==> src/srs_consts.vh <==
`ifndef SRS_CONSTS_VH
`define SRS_CONSTS_VH
`define SRS_CLK_MHZ         50
`define SRS_PWR_OK_MS       200
`define SRS_BRIDGE_MS       2
`define SRS_STABLE_US       15
`define SRS_HUB_CLKS        4000
`define SRS_CPU_CLKS        200000
`define SRS_LPC_CLKS        2
`define SRS_STALL_CLKS      3000
`define SRS_MEM_CLKS        4
`define SRS_LINK_CLKS       16
`define SRS_SYNC_IDLE       7'h40
`define SRS_PWR_OK_CYC      (`SRS_PWR_OK_MS * 1000 * `SRS_CLK_MHZ)
`define SRS_BRIDGE_CYC      (`SRS_BRIDGE_MS * 1000 * `SRS_CLK_MHZ)
`define SRS_STABLE_CYC      (`SRS_STABLE_US * `SRS_CLK_MHZ)
`endif

==> src/srs_sequencer.v <==
`include "srs_consts.vh"

module srs_sequencer #(
    parameter PWR_OK_CYC = `SRS_PWR_OK_CYC,
    parameter BRIDGE_CYC = `SRS_BRIDGE_CYC,
    parameter CPU_CLKS   = `SRS_CPU_CLKS,
    parameter HUB_CLKS   = `SRS_HUB_CLKS,
    parameter STALL_CLKS = `SRS_STALL_CLKS,
    parameter STABLE_CYC = `SRS_STABLE_CYC
) (
    input  wire core_clk,
    input  wire sys_rst,
    input  wire clk18Good,
    input  wire cpu18Good,
    input  wire pwr33Good,
    input  wire clk66Stable,
    input  wire lpcClkTick,
    input  wire memClkTick,
    input  wire pciResetN,
    output reg  io_clock_enable,
    output reg  processor_clock_enable,
    output reg  system_power_ok,
    output reg  hub_power_ok,
    output reg  bridge_reset_n,
    output reg  pci_bus_reset_n,
    output reg  hard_reset_request_n,
    output reg  hubResetBusy,
    output reg  hubLinkStart,
    output reg  processorResetN,
    output reg  lpc_side_reset_n,
    output reg  bus_stall_hold_n,
    output reg  memory_reset_n
);

////////////////////////////////////////////////////////////////////////////////
// Input synchronisers: two flip-flops per asynchronous input
localparam              SYNC_W    = 7;
localparam [SYNC_W-1:0] SYNC_IDLE = `SRS_SYNC_IDLE;

wire [SYNC_W-1:0] rawIn;
wire [SYNC_W-1:0] syncOut;
reg               lpcPrev_r;
reg               memPrev_r;

assign rawIn = {pciResetN, memClkTick, lpcClkTick, clk66Stable, pwr33Good, cpu18Good, clk18Good};

genvar gi;
generate
    for (gi = 0; gi < SYNC_W; gi = gi + 1) begin : gSync
        reg meta_r;
        reg sync_r;
        always @(posedge core_clk) begin
            if (sys_rst) begin
                meta_r <= SYNC_IDLE[gi];
                sync_r <= SYNC_IDLE[gi];
            end else begin
                meta_r <= rawIn[gi];
                sync_r <= meta_r;
            end
        end
        assign syncOut[gi] = sync_r;
    end
endgenerate

wire clk18S  = syncOut[0];
wire cpu18S  = syncOut[1];
wire pwr33S  = syncOut[2];
wire stableS = syncOut[3];
wire lpcS    = syncOut[4];
wire memS    = syncOut[5];
wire pciRstS = ~syncOut[6];
wire lpcEdge = lpcS & ~lpcPrev_r;
wire memEdge = memS & ~memPrev_r;

////////////////////////////////////////////////////////////////////////////////
// Rising-edge detectors for the sampled slow clocks, low after reset like the idle pins
always @(posedge core_clk) begin
    if (sys_rst) begin
        lpcPrev_r <= 1'b0;
        memPrev_r <= 1'b0;
    end else begin
        lpcPrev_r <= lpcS;
        memPrev_r <= memS;
    end
end

////////////////////////////////////////////////////////////////////////////////
// Power-on part: clock enables, power ok, bridge reset
reg  [31:0] pwrCnt_r;
reg  [31:0] brCnt_r;
reg  [31:0] stabCnt_r;
reg  [4:0]  linkCnt_r;
reg         bridgeDone_r;

always @(posedge core_clk) begin
    if (sys_rst) begin
        io_clock_enable        <= 1'b0;
        processor_clock_enable <= 1'b0;
        system_power_ok        <= 1'b0;
        hub_power_ok           <= 1'b0;
        pwrCnt_r               <= 32'h0;
        brCnt_r                <= 32'h0;
        stabCnt_r              <= 32'h0;
        bridge_reset_n         <= 1'b0;
        pci_bus_reset_n        <= 1'b0;
        bridgeDone_r           <= 1'b0;
        linkCnt_r              <= 5'h0;
        hubLinkStart           <= 1'b0;
    end else begin
        io_clock_enable        <= clk18S & pwr33S;
        processor_clock_enable <= cpu18S & pwr33S;
        if (!pwr33S) begin
            pwrCnt_r        <= 32'h0;
            system_power_ok <= 1'b0;
        end else if (pwrCnt_r == PWR_OK_CYC) begin
            system_power_ok <= 1'b1;
        end else begin
            pwrCnt_r <= pwrCnt_r + 32'h1;
        end
        hub_power_ok <= system_power_ok;
        stabCnt_r <= !stableS ? 32'h0 : (stabCnt_r == STABLE_CYC ? stabCnt_r : stabCnt_r + 32'h1);
        if (!system_power_ok) begin
            brCnt_r        <= 32'h0;
            bridgeDone_r   <= 1'b0;
            bridge_reset_n <= 1'b0;
        end else if (brCnt_r != BRIDGE_CYC) begin
            brCnt_r <= brCnt_r + 32'h1;
        end else if (stabCnt_r == STABLE_CYC) begin
            bridge_reset_n <= 1'b1;
            bridgeDone_r   <= 1'b1;
        end
        pci_bus_reset_n <= bridge_reset_n;
        if (!bridge_reset_n) begin
            linkCnt_r    <= 5'h0;
            hubLinkStart <= 1'b0;
        end else if (linkCnt_r != `SRS_LINK_CLKS) begin
            linkCnt_r <= linkCnt_r + 5'h1;
        end else begin
            hubLinkStart <= 1'b1;
        end
    end
end

////////////////////////////////////////////////////////////////////////////////
// Hard reset cascade, shared by power-on and system hard reset
reg  [31:0] hubCnt_r;
reg  [31:0] cpuCnt_r;
reg  [31:0] stallCnt_r;
wire        cascadeHold = !bridgeDone_r | pciRstS;

// A PCI reset pulse restarts this cascade and the LPC and memory resets behind it; power ok and the bridge reset stay
always @(posedge core_clk) begin
    if (sys_rst) begin
        hard_reset_request_n <= 1'b0;
        hubResetBusy         <= 1'b1;
        hubCnt_r             <= 32'h0;
        cpuCnt_r             <= 32'h0;
        processorResetN      <= 1'b0;
        stallCnt_r           <= 32'h0;
        bus_stall_hold_n     <= 1'b0;
    end else begin
        hard_reset_request_n <= ~cascadeHold;
        if (!hard_reset_request_n) begin
            hubCnt_r        <= 32'h0;
            hubResetBusy    <= 1'b1;
            cpuCnt_r        <= 32'h0;
            processorResetN <= 1'b0;
        end else begin
            if (hubCnt_r != HUB_CLKS) hubCnt_r <= hubCnt_r + 32'h1;
            else hubResetBusy <= 1'b0;
            if (cpuCnt_r != CPU_CLKS) cpuCnt_r <= cpuCnt_r + 32'h1;
            else processorResetN <= 1'b1;
        end
        if (!hard_reset_request_n) begin
            stallCnt_r       <= 32'h0;
            bus_stall_hold_n <= 1'b0;
        end else if (stallCnt_r != STALL_CLKS) begin
            stallCnt_r <= stallCnt_r + 32'h1;
        end else begin
            bus_stall_hold_n <= 1'b1;
        end
    end
end

////////////////////////////////////////////////////////////////////////////////
// Low-pin-count and memory resets, each counted in rising edges of its own clock
reg  [1:0]  lpcCnt_r;
reg  [3:0]  memCnt_r;

always @(posedge core_clk) begin
    if (sys_rst) begin
        lpcCnt_r         <= 2'h0;
        lpc_side_reset_n <= 1'b0;
    end else if (!processorResetN) begin
        lpcCnt_r         <= 2'h0;
        lpc_side_reset_n <= 1'b0;
    end else if (lpcCnt_r != `SRS_LPC_CLKS) begin
        if (lpcEdge) begin
            lpcCnt_r <= lpcCnt_r + 2'h1;
        end
    end else begin
        lpc_side_reset_n <= 1'b1;
    end
end

always @(posedge core_clk) begin
    if (sys_rst) begin
        memCnt_r       <= 4'h0;
        memory_reset_n <= 1'b0;
    end else if (!bus_stall_hold_n) begin
        memCnt_r       <= 4'h0;
        memory_reset_n <= 1'b0;
    end else if (memCnt_r != `SRS_MEM_CLKS) begin
        if (memEdge) begin
            memCnt_r <= memCnt_r + 4'h1;
        end
    end else begin
        memory_reset_n <= 1'b1;
    end
end

endmodule // srs_sequencer

==> config.mk <==
export PLATFORM = sky130hd
export DESIGN_NAME = srs_sequencer
export DESIGN_NICKNAME = d
export VERILOG_FILES = /design/src/srs_sequencer.v
export VERILOG_INCLUDE_DIRS = /design/src
export SDC_FILE = /design/constraint.sdc
export NUM_CORES = 1
export LEC_CHECK = 0
export ABC_AREA = 0
export ABC_CLOCK_PERIOD_IN_PS = 5900
export BUFFER_PORTS_ARGS = -buffer_cell sky130_fd_sc_hd__buf_2
export CORE_MARGIN = 4
export CORE_UTILIZATION = 55
export DETAILED_ROUTE_END_ITERATION = 10
export PLACE_DENSITY = 0.71
export SLEW_MARGIN = 40
export SYNTH_ARGS = -nofsm -noshare
export SYNTH_HDL_FRONTEND = slang
export SYNTH_SLANG_ARGS = --single-unit
==> constraint.sdc <==
create_clock -name core_clk -period 5.9 [get_ports core_clk]
set_input_delay 0.59 -clock core_clk [delete_from_list [all_inputs] [get_ports core_clk]]
set_output_delay 0.59 -clock core_clk [all_outputs]
set_load 0.1 [all_outputs]
After elaboration in Yosys (flattened, before gate mapping)
Cells that the tools add are included.
{ "classes": {"n_addsub": 9, "eq_ne": 9, "n_bitwise": 17, "n_reduce_logical": 11} }
{ "ops": {"columns": ["op", "count"], "rows": [
  ["adder 32 x 1 -> 32 bit, second input constant", 6],
  ["!= test 32 x 12 -> 1 bit, second input constant", 2],
  ["equality test 32 x 10 -> 1 bit, second input constant", 1],
  ["equality test 32 x 24 -> 1 bit, second input constant", 1],
  ["!= test 32 x 17 -> 1 bit, second input constant", 1],
  ["!= test 32 x 18 -> 1 bit, second input constant", 1],
  ["OR reduction 2 bit", 7],
  ["NOT 1 bit", 12],
  ["AND reduction 2 bit", 3],
  ["adder 5 x 1 -> 5 bit, second input constant", 1],
  ["!= test 5 bit, second input constant", 1],
  ["adder 4 x 1 -> 4 bit, second input constant", 1],
  ["bitwise AND 1 bit", 4],
  ["!= test 4 x 3 -> 1 bit, second input constant", 1],
  ["adder 2 x 1 -> 2 bit, second input constant", 1],
  ["!= test 2 bit, second input constant", 1],
  ["zero test 1 bit", 1],
  ["bitwise OR 1 bit", 1]
]} }
{ "word_totals": {"regBits": 232, "out_inout_bits": 13, "wordCells": 84} }

Depth between registers and ports, before layout
Gate-level depths: netlist of run 1.
{ "logic_depth": {"depth_word": 3, "mapped_depth": 7, "depth_no_buf": 6} }

Least setup slack after synthesis of run 1
Ideal clock, no wire load.
{ "synth_path": {"path_type": "register -> register", "startpoint": "register hard_reset_request_n", "endpoint": "register stallCnt_r[25]", "setup_ns": 0.061, "arrival_ns": 2.134, "path_slack_ns": 3.706, "path_stages_with_launch": 6, "path_buffers": 2, "synth_period_minus_slack_ns": 2.194, "path_cell_list": "dfxtp_1 > nor2b_1 > clkbuf_1 > buf_1 > o311ai_0 > nand2_1"} }
{ "synth_between": {"elab_chain_len": 2} }
{ "synth_lines": {"columns": ["item", "line_no", "source"], "rows": [
  ["start, declared", "srs_sequencer.v:26", "output reg hard_reset_request_n,"],
  ["start signal, assigned", "srs_sequencer.v:162", "hard_reset_request_n <= ~cascadeHold;"],
  ["NOT 1 bit (no source line)", null, null],
  ["OR reduction 2 bit (no source line)", null, null],
  ["end signal, assigned", "srs_sequencer.v:178", "stallCnt_r <= stallCnt_r + 32'h1;"],
  ["end, declared", "srs_sequencer.v:148", "reg [31:0] stallCnt_r;"]
]} }
Every way passes these cells.
A chain may end at the register's enable or synchronous reset.

Worst setup path after layout of run 1
{ "layout_path": {"startpoint": "register hubCnt_r[0]", "endpoint": "register hubCnt_r[30]"} }
{ "layout_between": {"elab_chain_len": 1} }
{ "layout_lines": {"columns": ["item", "line_no", "source"], "rows": [
  ["start, declared", "srs_sequencer.v:146", "reg [31:0] hubCnt_r;"],
  ["start signal, assigned", "srs_sequencer.v:169", "if (hubCnt_r != HUB_CLKS) hubCnt_r <= hubCnt_r + 32'h1;"],
  ["adder 32 x 1 -> 32 bit or != test 32 x 12 -> 1 bit (tied branches)", "srs_sequencer.v:169", null]
]} }
Several ways; a longest one is shown, not always the timed one.

==> results of run 1 <==
[cell families after synthesis]
family,after synthesis,synth area share [%]
buffers and inverters,106,3.72
muxes,14,1.27
AOI/OAI and AO/OA,238,12.8
xor gates and xnor gates,70,5.58
and+or+nand+nor,613,32.4
DFF,232,42.2
adders and majority gates,17,1.93
[cell usage in the layout (no fill, tap or decap), types with 5 or more instances in the layout]
cell type  instances
xor2_1            36
nand2_1           79
or4_1             45
dfxtp_1          232
nand3_1           65
ha_1              17
xnor2_1           34
nor4_1            43
or3_1             41
nor2b_1           19
nor3_1            30
and4_1            36
inv_1             47
o31ai_1           44
clkinv_2           9
a21oi_1          108
nor2_1            91
and2_1            10
o311ai_0           6
and3_1            14
nand4_1           69
a31oi_1            5
nand4b_1           5
clkbuf_16         25
buf_2             21
nor4b_1           16
o21ai_0           55
o41ai_1            5
mux2i_1           14
nand2b_1          24
[through the flow]
stage	total power [mW]	utilization [%]	hold WS [ns]	instance area, um^2	std cells
6_report	3.22	61.8	0.264	12100	1567
5_1_grt	3.33	61.8	0.254	12100	1567
4_1_cts	3.27	61.8	0.238	12100	1567
3_5_place_dp	1.63	57.4	0.402	11200	1521
3_3_place_gp	1.63	57.3	0.398	11200	1521
2_1_floorplan	1.62	-	0.389	11000	1290
[sequential cells by signal (all words and copies together) (netlist names), 2 cells and up]
name          cells
cpuCnt_r         32
gSync.sync_r      5
brCnt_r          32
linkCnt_r         5
lpcCnt_r          2
pwrCnt_r         32
gSync.meta_r      7
hubCnt_r         32
stabCnt_r        32
memCnt_r          4
stallCnt_r       32
[how the worst max path moves through the flow]
stage / endpoint / cells past startpoint
detailed placement: stallCnt_r[27] / 5
finish: hubCnt_r[30] / 5
global route: hubCnt_r[30] / 5
floorplan: stallCnt_r[25] / 5
CTS: brCnt_r[22] / 4
global placement: stallCnt_r[27] / 5
[layout make-up]
class                           instances  area [um^2]  share of cell area, %
Clock buffer                           32          692                   5.71
Multi-Input combinational cell        952         5960                   49.2
Clock inverter                         14          174                   1.44
Inverter                               47          176                   1.46
Sequential cell                       232         4640                   38.3
Tap cell                              265          332                   2.74
Timing Repair Buffer                   25          135                   1.12
[worst max-delay path, cell delays in order, from the launching register on]
cell and delay (ns):
dfxtp_1 0.41, ha_1 0.23, and4_1 0.31, nand4_1 0.54, or4_1 0.68, a21oi_1 0.16
[where the power goes]
part / internal [mW] / switching [mW] / leakage [nW]
combinational: 0.00786 / 0.0109 / 1.31
sequential: 1.57 / 0.00190 / 1.87
clock: 1.00 / 0.628 / 0.437
total: 2.58 / 0.641 / 3.62
[routing by layer]
layer  share of wire [%]  global-route usage (%)  up-vias
met2                  46                    33.1      113
met3                 2.9                    2.77       29
li1                    -                       -     4808
met4                 1.7                    4.07        0
met5                   0                       0        -
met1                  49                    27.7     4372
==> key figures, run 1 <==
Outcome
  • Outcome: finished, final reports clean

Clock network
  • Clock input transition at the sequential cells of the worst setup and hold paths: 0.06 ns
  • Insertion delay to the later sink of the worst-skew pair: 0.52 ns
  • Post-CTS setup buffers: 0
  • PostCTS Resize Cnt: 0
  • Clock Path Buffers: 3
  • H-Tree Depth: 1
  • Post-CTS Hold Buffers: 0
  • CTS root buf: clkbuf_16
  • Cts bufs inserted: 25
  • CTS tree: done
  • Num Clock Sinks: 232

Placed design
  • Global placement routability congestion: 0.813
  • Post-DP HPWL: 14700 um
  • DP Worst Slack: 3.42 ns
  • Port Buffers: 21

Timing
  • FMAX: 0.419 GHz
  • Final Hold Viols: 0
  • Setup_tns: 0 ns
  • Worst slew pin tran: 0.825 ns
  • Final setup vio count: 0
  • Worst slew margin: 44.5%
  • Minimum clock period: 2.39 ns
  • Fin worst setup slack: 3.51 ns
  • RSZ-0062 raised after global routing: false
  • Final period utilization: 40.5%
  • Slew Viols, Final: 0
  • Worst Skew: 0.00941 ns

Yosys
  • Top-area cell type share of the netlist area: 42.2%
  • Share of flip-flops with an asynchronous set or reset: 0%
  • Mean Syn Cell Area: 8.52 um^2
  • Seq/Total Area, Yosys: 42.2%
  • Cells after Synth: 1290
  • Top FF cell, synth: dfxtp_1
  • Unique masters post-synth: 51
  • Commonest cells in the netlist: dfxtp_1 (232), a21oi_1 (108), nor2_1 (91), nand2_1 (79), nand4_1 (69)
  • Synth area leader: dfxtp_1
  • Syn nets: 1316
  • Post-synth EDFFs: 0
  • Synth top area cells: dfxtp_1 (42%), a21oi_1 (4.9%), nand4_1 (3.9%)
  • FF+latch count, synth: 232
  • Mapped cell area: 0.0110 mm^2
  • Yosys warns: 0
  • Top-count cell post-synth: dfxtp_1

Power and ir drop
  • LEAKAGE: 3.62 nW
  • Worst vdd ir: 191 uV
  • Pwr dens: 266 mW/mm^2

Hold path
  • Hold Startpoint: pciResetN
  • Min-delay worst type: in2reg
  • Worst Hold Depth: 2
  • Worst hold endpoint: gSync[6].meta_r

Global routing
  • GR Overflow Total: 0
  • Global-route wire length before repair: 38800 um
  • Vias in the first global route: 8410
  • All-Layer GR Usage: 19.9%
  • Maximum number of pins on one net before global-route repair: 46
  • Initial antenna violation count: 0

Floorplanning
  • Starting Density: 56.1%
  • Die height: 149 um
  • Die area: 0.0223 mm^2
  • Io pins: 22
  • Rows: 51
  • Die X: 149 um
  • Core area: 0.0196 mm^2

Setup path
  • Critical path startpoint: hubCnt_r[0]
  • CP Launch Type: flip-flop
  • Worst R2R End: hubCnt_r[30]
  • Reg2Reg Depth: 5
  • Worst setup path class: reg2reg
  • Reg-to-reg slack, setup: 3.51 ns
  • Worst reg2reg path startpoint: hubCnt_r[0]
  • Worst EP arrival: 2.83 ns
  • WP data required: 6.35 ns
  • Crit path capture type: flip-flop
  • Crit Path Max Fanout: 17

Drt
  • DRT antenna net count: 0
  • Iteration-0 DRC Markers: 398
  • Vias after detailed routing: 9322
  • Routed length per instance: 14.3 um
  • Via density: 5.95
  • DRC: 0
  • Post-Route WL: 22400 um
  • Iteration count of the initial detailed-routing pass: 5

Cells and area
  • FILL cells: 1709
  • Area growth, synth to finish: 10.2%
  • Final net count: 1309
  • Antenna diode instance count: 0
  • Ratio of cells with drive above 1 in the final layout: 6.45%

Flow run
  • Max-cap violations: 0
Note: power is estimated with default switching activity, not from simulation.
==> run 2: changes to the inputs <==
--- a/config.mk
+++ b/config.mk
@@ -7,12 +7,12 @@
 export NUM_CORES = 1
 export LEC_CHECK = 0
 export ABC_AREA = 0
-export ABC_CLOCK_PERIOD_IN_PS = 5900
+export ABC_CLOCK_PERIOD_IN_PS = 2110
 export BUFFER_PORTS_ARGS = -buffer_cell sky130_fd_sc_hd__buf_2
 export CORE_MARGIN = 4
 export CORE_UTILIZATION = 55
 export DETAILED_ROUTE_END_ITERATION = 10
-export PLACE_DENSITY = 0.71
+export PLACE_DENSITY = 0.74
 export SLEW_MARGIN = 40
 export SYNTH_ARGS = -nofsm -noshare
 export SYNTH_HDL_FRONTEND = slang
==> constraint.sdc (replaced) <==
create_clock -name core_clk -period 2.11 [get_ports core_clk]
set_input_delay 0.211 -clock core_clk [delete_from_list [all_inputs] [get_ports core_clk]]
set_output_delay 0.211 -clock core_clk [all_outputs]
set_load 0.1 [all_outputs]
==> key figures, run 2 (synthesis gave the netlist of run 1 again) <==
Placed design
  • Dpl cell area: 0.0116 mm^2
  • Placed insts: 1572
  • Post-DP HPWL: 15900 um
  • Port Buffers: 21
  • DP Worst Slack: 0.0898 ns
  • Global placement routability congestion: 0.817

Timing
  • Worst Skew: 0.0127 ns
  • Worst Hold Margin: 0.0712 ns
  • Worst slew pin tran: 0.669 ns
  • FMAX: 0.502 GHz
  • Slew Viols, Final: 0
  • Minimum clock period: 1.99 ns
  • Final period utilization: 94.5%
  • Fin worst setup slack: 0.116 ns
  • Final Hold Viols: 0
  • Worst slew margin: 55.0%
  • Final setup vio count: 0
  • Setup_tns: 0 ns
  • RSZ-0062 raised after global routing: false

Hold path
  • Hold Startpoint: sys_rst
  • Worst hold endpoint: gSync[2].sync_r
  • Min-delay worst type: in2reg
  • Worst Hold Depth: 2

Setup path
  • Crit Path Max Fanout: 13
  • Worst EP arrival: 2.43 ns
  • Reg2Reg Depth: 5
  • Crit path capture type: flip-flop
  • CP Launch Type: flip-flop
  • Worst reg2reg path startpoint: cpuCnt_r[5]
  • WP data required: 2.54 ns
  • Worst setup path class: reg2reg
  • Worst R2R End: cpuCnt_r[17]
  • Reg-to-reg slack, setup: 0.12 ns

Outcome
  • Outcome: finished, final reports clean

Clock network
  • Clock input transition at the sequential cells of the worst setup and hold paths: 0.06 ns
  • CTS root buf: clkbuf_16
  • H-Tree Depth: 1
  • CTS tree: done
  • Cts bufs inserted: 25
  • Num Clock Sinks: 232
  • Clock Path Buffers: 3
  • Insertion delay to the later sink of the worst-skew pair: 0.52 ns

Floorplanning
  • Io pins: 22
  • Core area: 0.0196 mm^2
  • Rows: 51
  • Die area: 0.0223 mm^2
  • Die height: 149 um
  • Die X: 149 um
  • Starting Density: 56.1%

Drt
  • Routed length per instance: 14.6 um
  • Vias after detailed routing: 9669
  • DRC: 0
  • DRT antenna net count: 0
  • Iteration-0 DRC Markers: 587
  • Iteration count of the initial detailed-routing pass: 5
  • Via density: 5.96
  • Post-Route WL: 23700 um

Power and ir drop
  • Total Power: 8.77 mW
  • Pwr dens: 699 mW/mm^2
  • LEAKAGE: 3.87 nW
  • Worst vdd ir: 599 uV

Cells and area
  • Most frequent cells in the layout: dfxtp_1 (227), a21oi_1 (108), nor2_1 (91)
  • Ratio of cells with drive above 1 in the final layout: 10.0%
  • Final net count: 1368
  • Antenna diode instance count: 0
  • Area growth, synth to finish: 14.1%
  • Final cell count without fillers: 1621
  • Most common cell after layout, fill and taps aside: dfxtp_1
  • Fin util: 64.0%
  • Fin area: 0.0125 mm^2

Global routing
  • Initial antenna violation count: 0
  • Maximum number of pins on one net before global-route repair: 36
  • Global-route wire length before repair: 40900 um
  • All-Layer GR Usage: 21.0%
  • Vias in the first global route: 8906
  • GR Overflow Total: 0

Flow run
  • Max-cap violations: 0
## run 2: changes by cell type in the layout (fill, tap and decap cells not counted), sizes merged
| cell | before | now |
|---|---|---|
| buf | 25 | 77 |
| bufinv | 4 | 3 |
| clkbuf | 32 | 33 |
| clkinv | 9 | 4 |
| dlygate4sd3 | 0 | 7 |
## run 2: worst max path at each step
| stage | startpoint | to | slack [ns] | cells after the start |
|---|---|---|---|---|
| floorplan | pwrCnt_r[1] | pwrCnt_r[26] | 0.09 | 6 |
| global placement | stabCnt_r[0] | stabCnt_r[26] | 0.13 | 5 |
| detailed placement | stabCnt_r[0] | stabCnt_r[26] | 0.09 | 5 |
| CTS | stallCnt_r[1] | stallCnt_r[22] | 0.07 | 5 |
| global route | pwrCnt_r[12] | pwrCnt_r[23] | 0.00005 | 5 |
| finish | cpuCnt_r[5] | cpuCnt_r[17] | 0.12 | 5 |
## run 2: final cells by class
cell class                 instances  area [um^2]
tap                              265          332
multi-input combinational        952         5970
clock inverter                     8          119
clock buffer                      33          676
timing repair buffer              84          621
inverter                          47          176
sequential                       232         4650
fill                            1684         7040
## run 2: worst max-delay path: stages, from the launching register on
cell and delay [ns]:
dfxtp_1 0.45, nand4_1 0.15, or4_1 0.54, buf_4 0.21, or4_1 0.41, a21oi_1 0.17
## run 2: per-layer routing
metal	up-vias	share of wire [%]	track usage [%]
met5	-	0	0
met4	0	1.7	4.49
met3	32	3.4	2.89
met2	155	48	35.6
met1	4563	47	28.7
li1	4919	-	-
## run 2: repair_timing
item / in CTS / in global routing
hold endpoints to repair: 7 / 0
gates resized for setup: 0 / 9
buffers inserted: 0 / 1
hold buffers: 7 / 0
endpoints found under the setup margin: 0 / 12
## run 2: power by group
part	total (mW)	internal (mW)	switching [mW]
Combinational	0.0698	0.0350	0.0348
Clock	4.29	2.60	1.70
Sequential	4.40	4.40	0.00590
Total	8.77	7.03	1.74
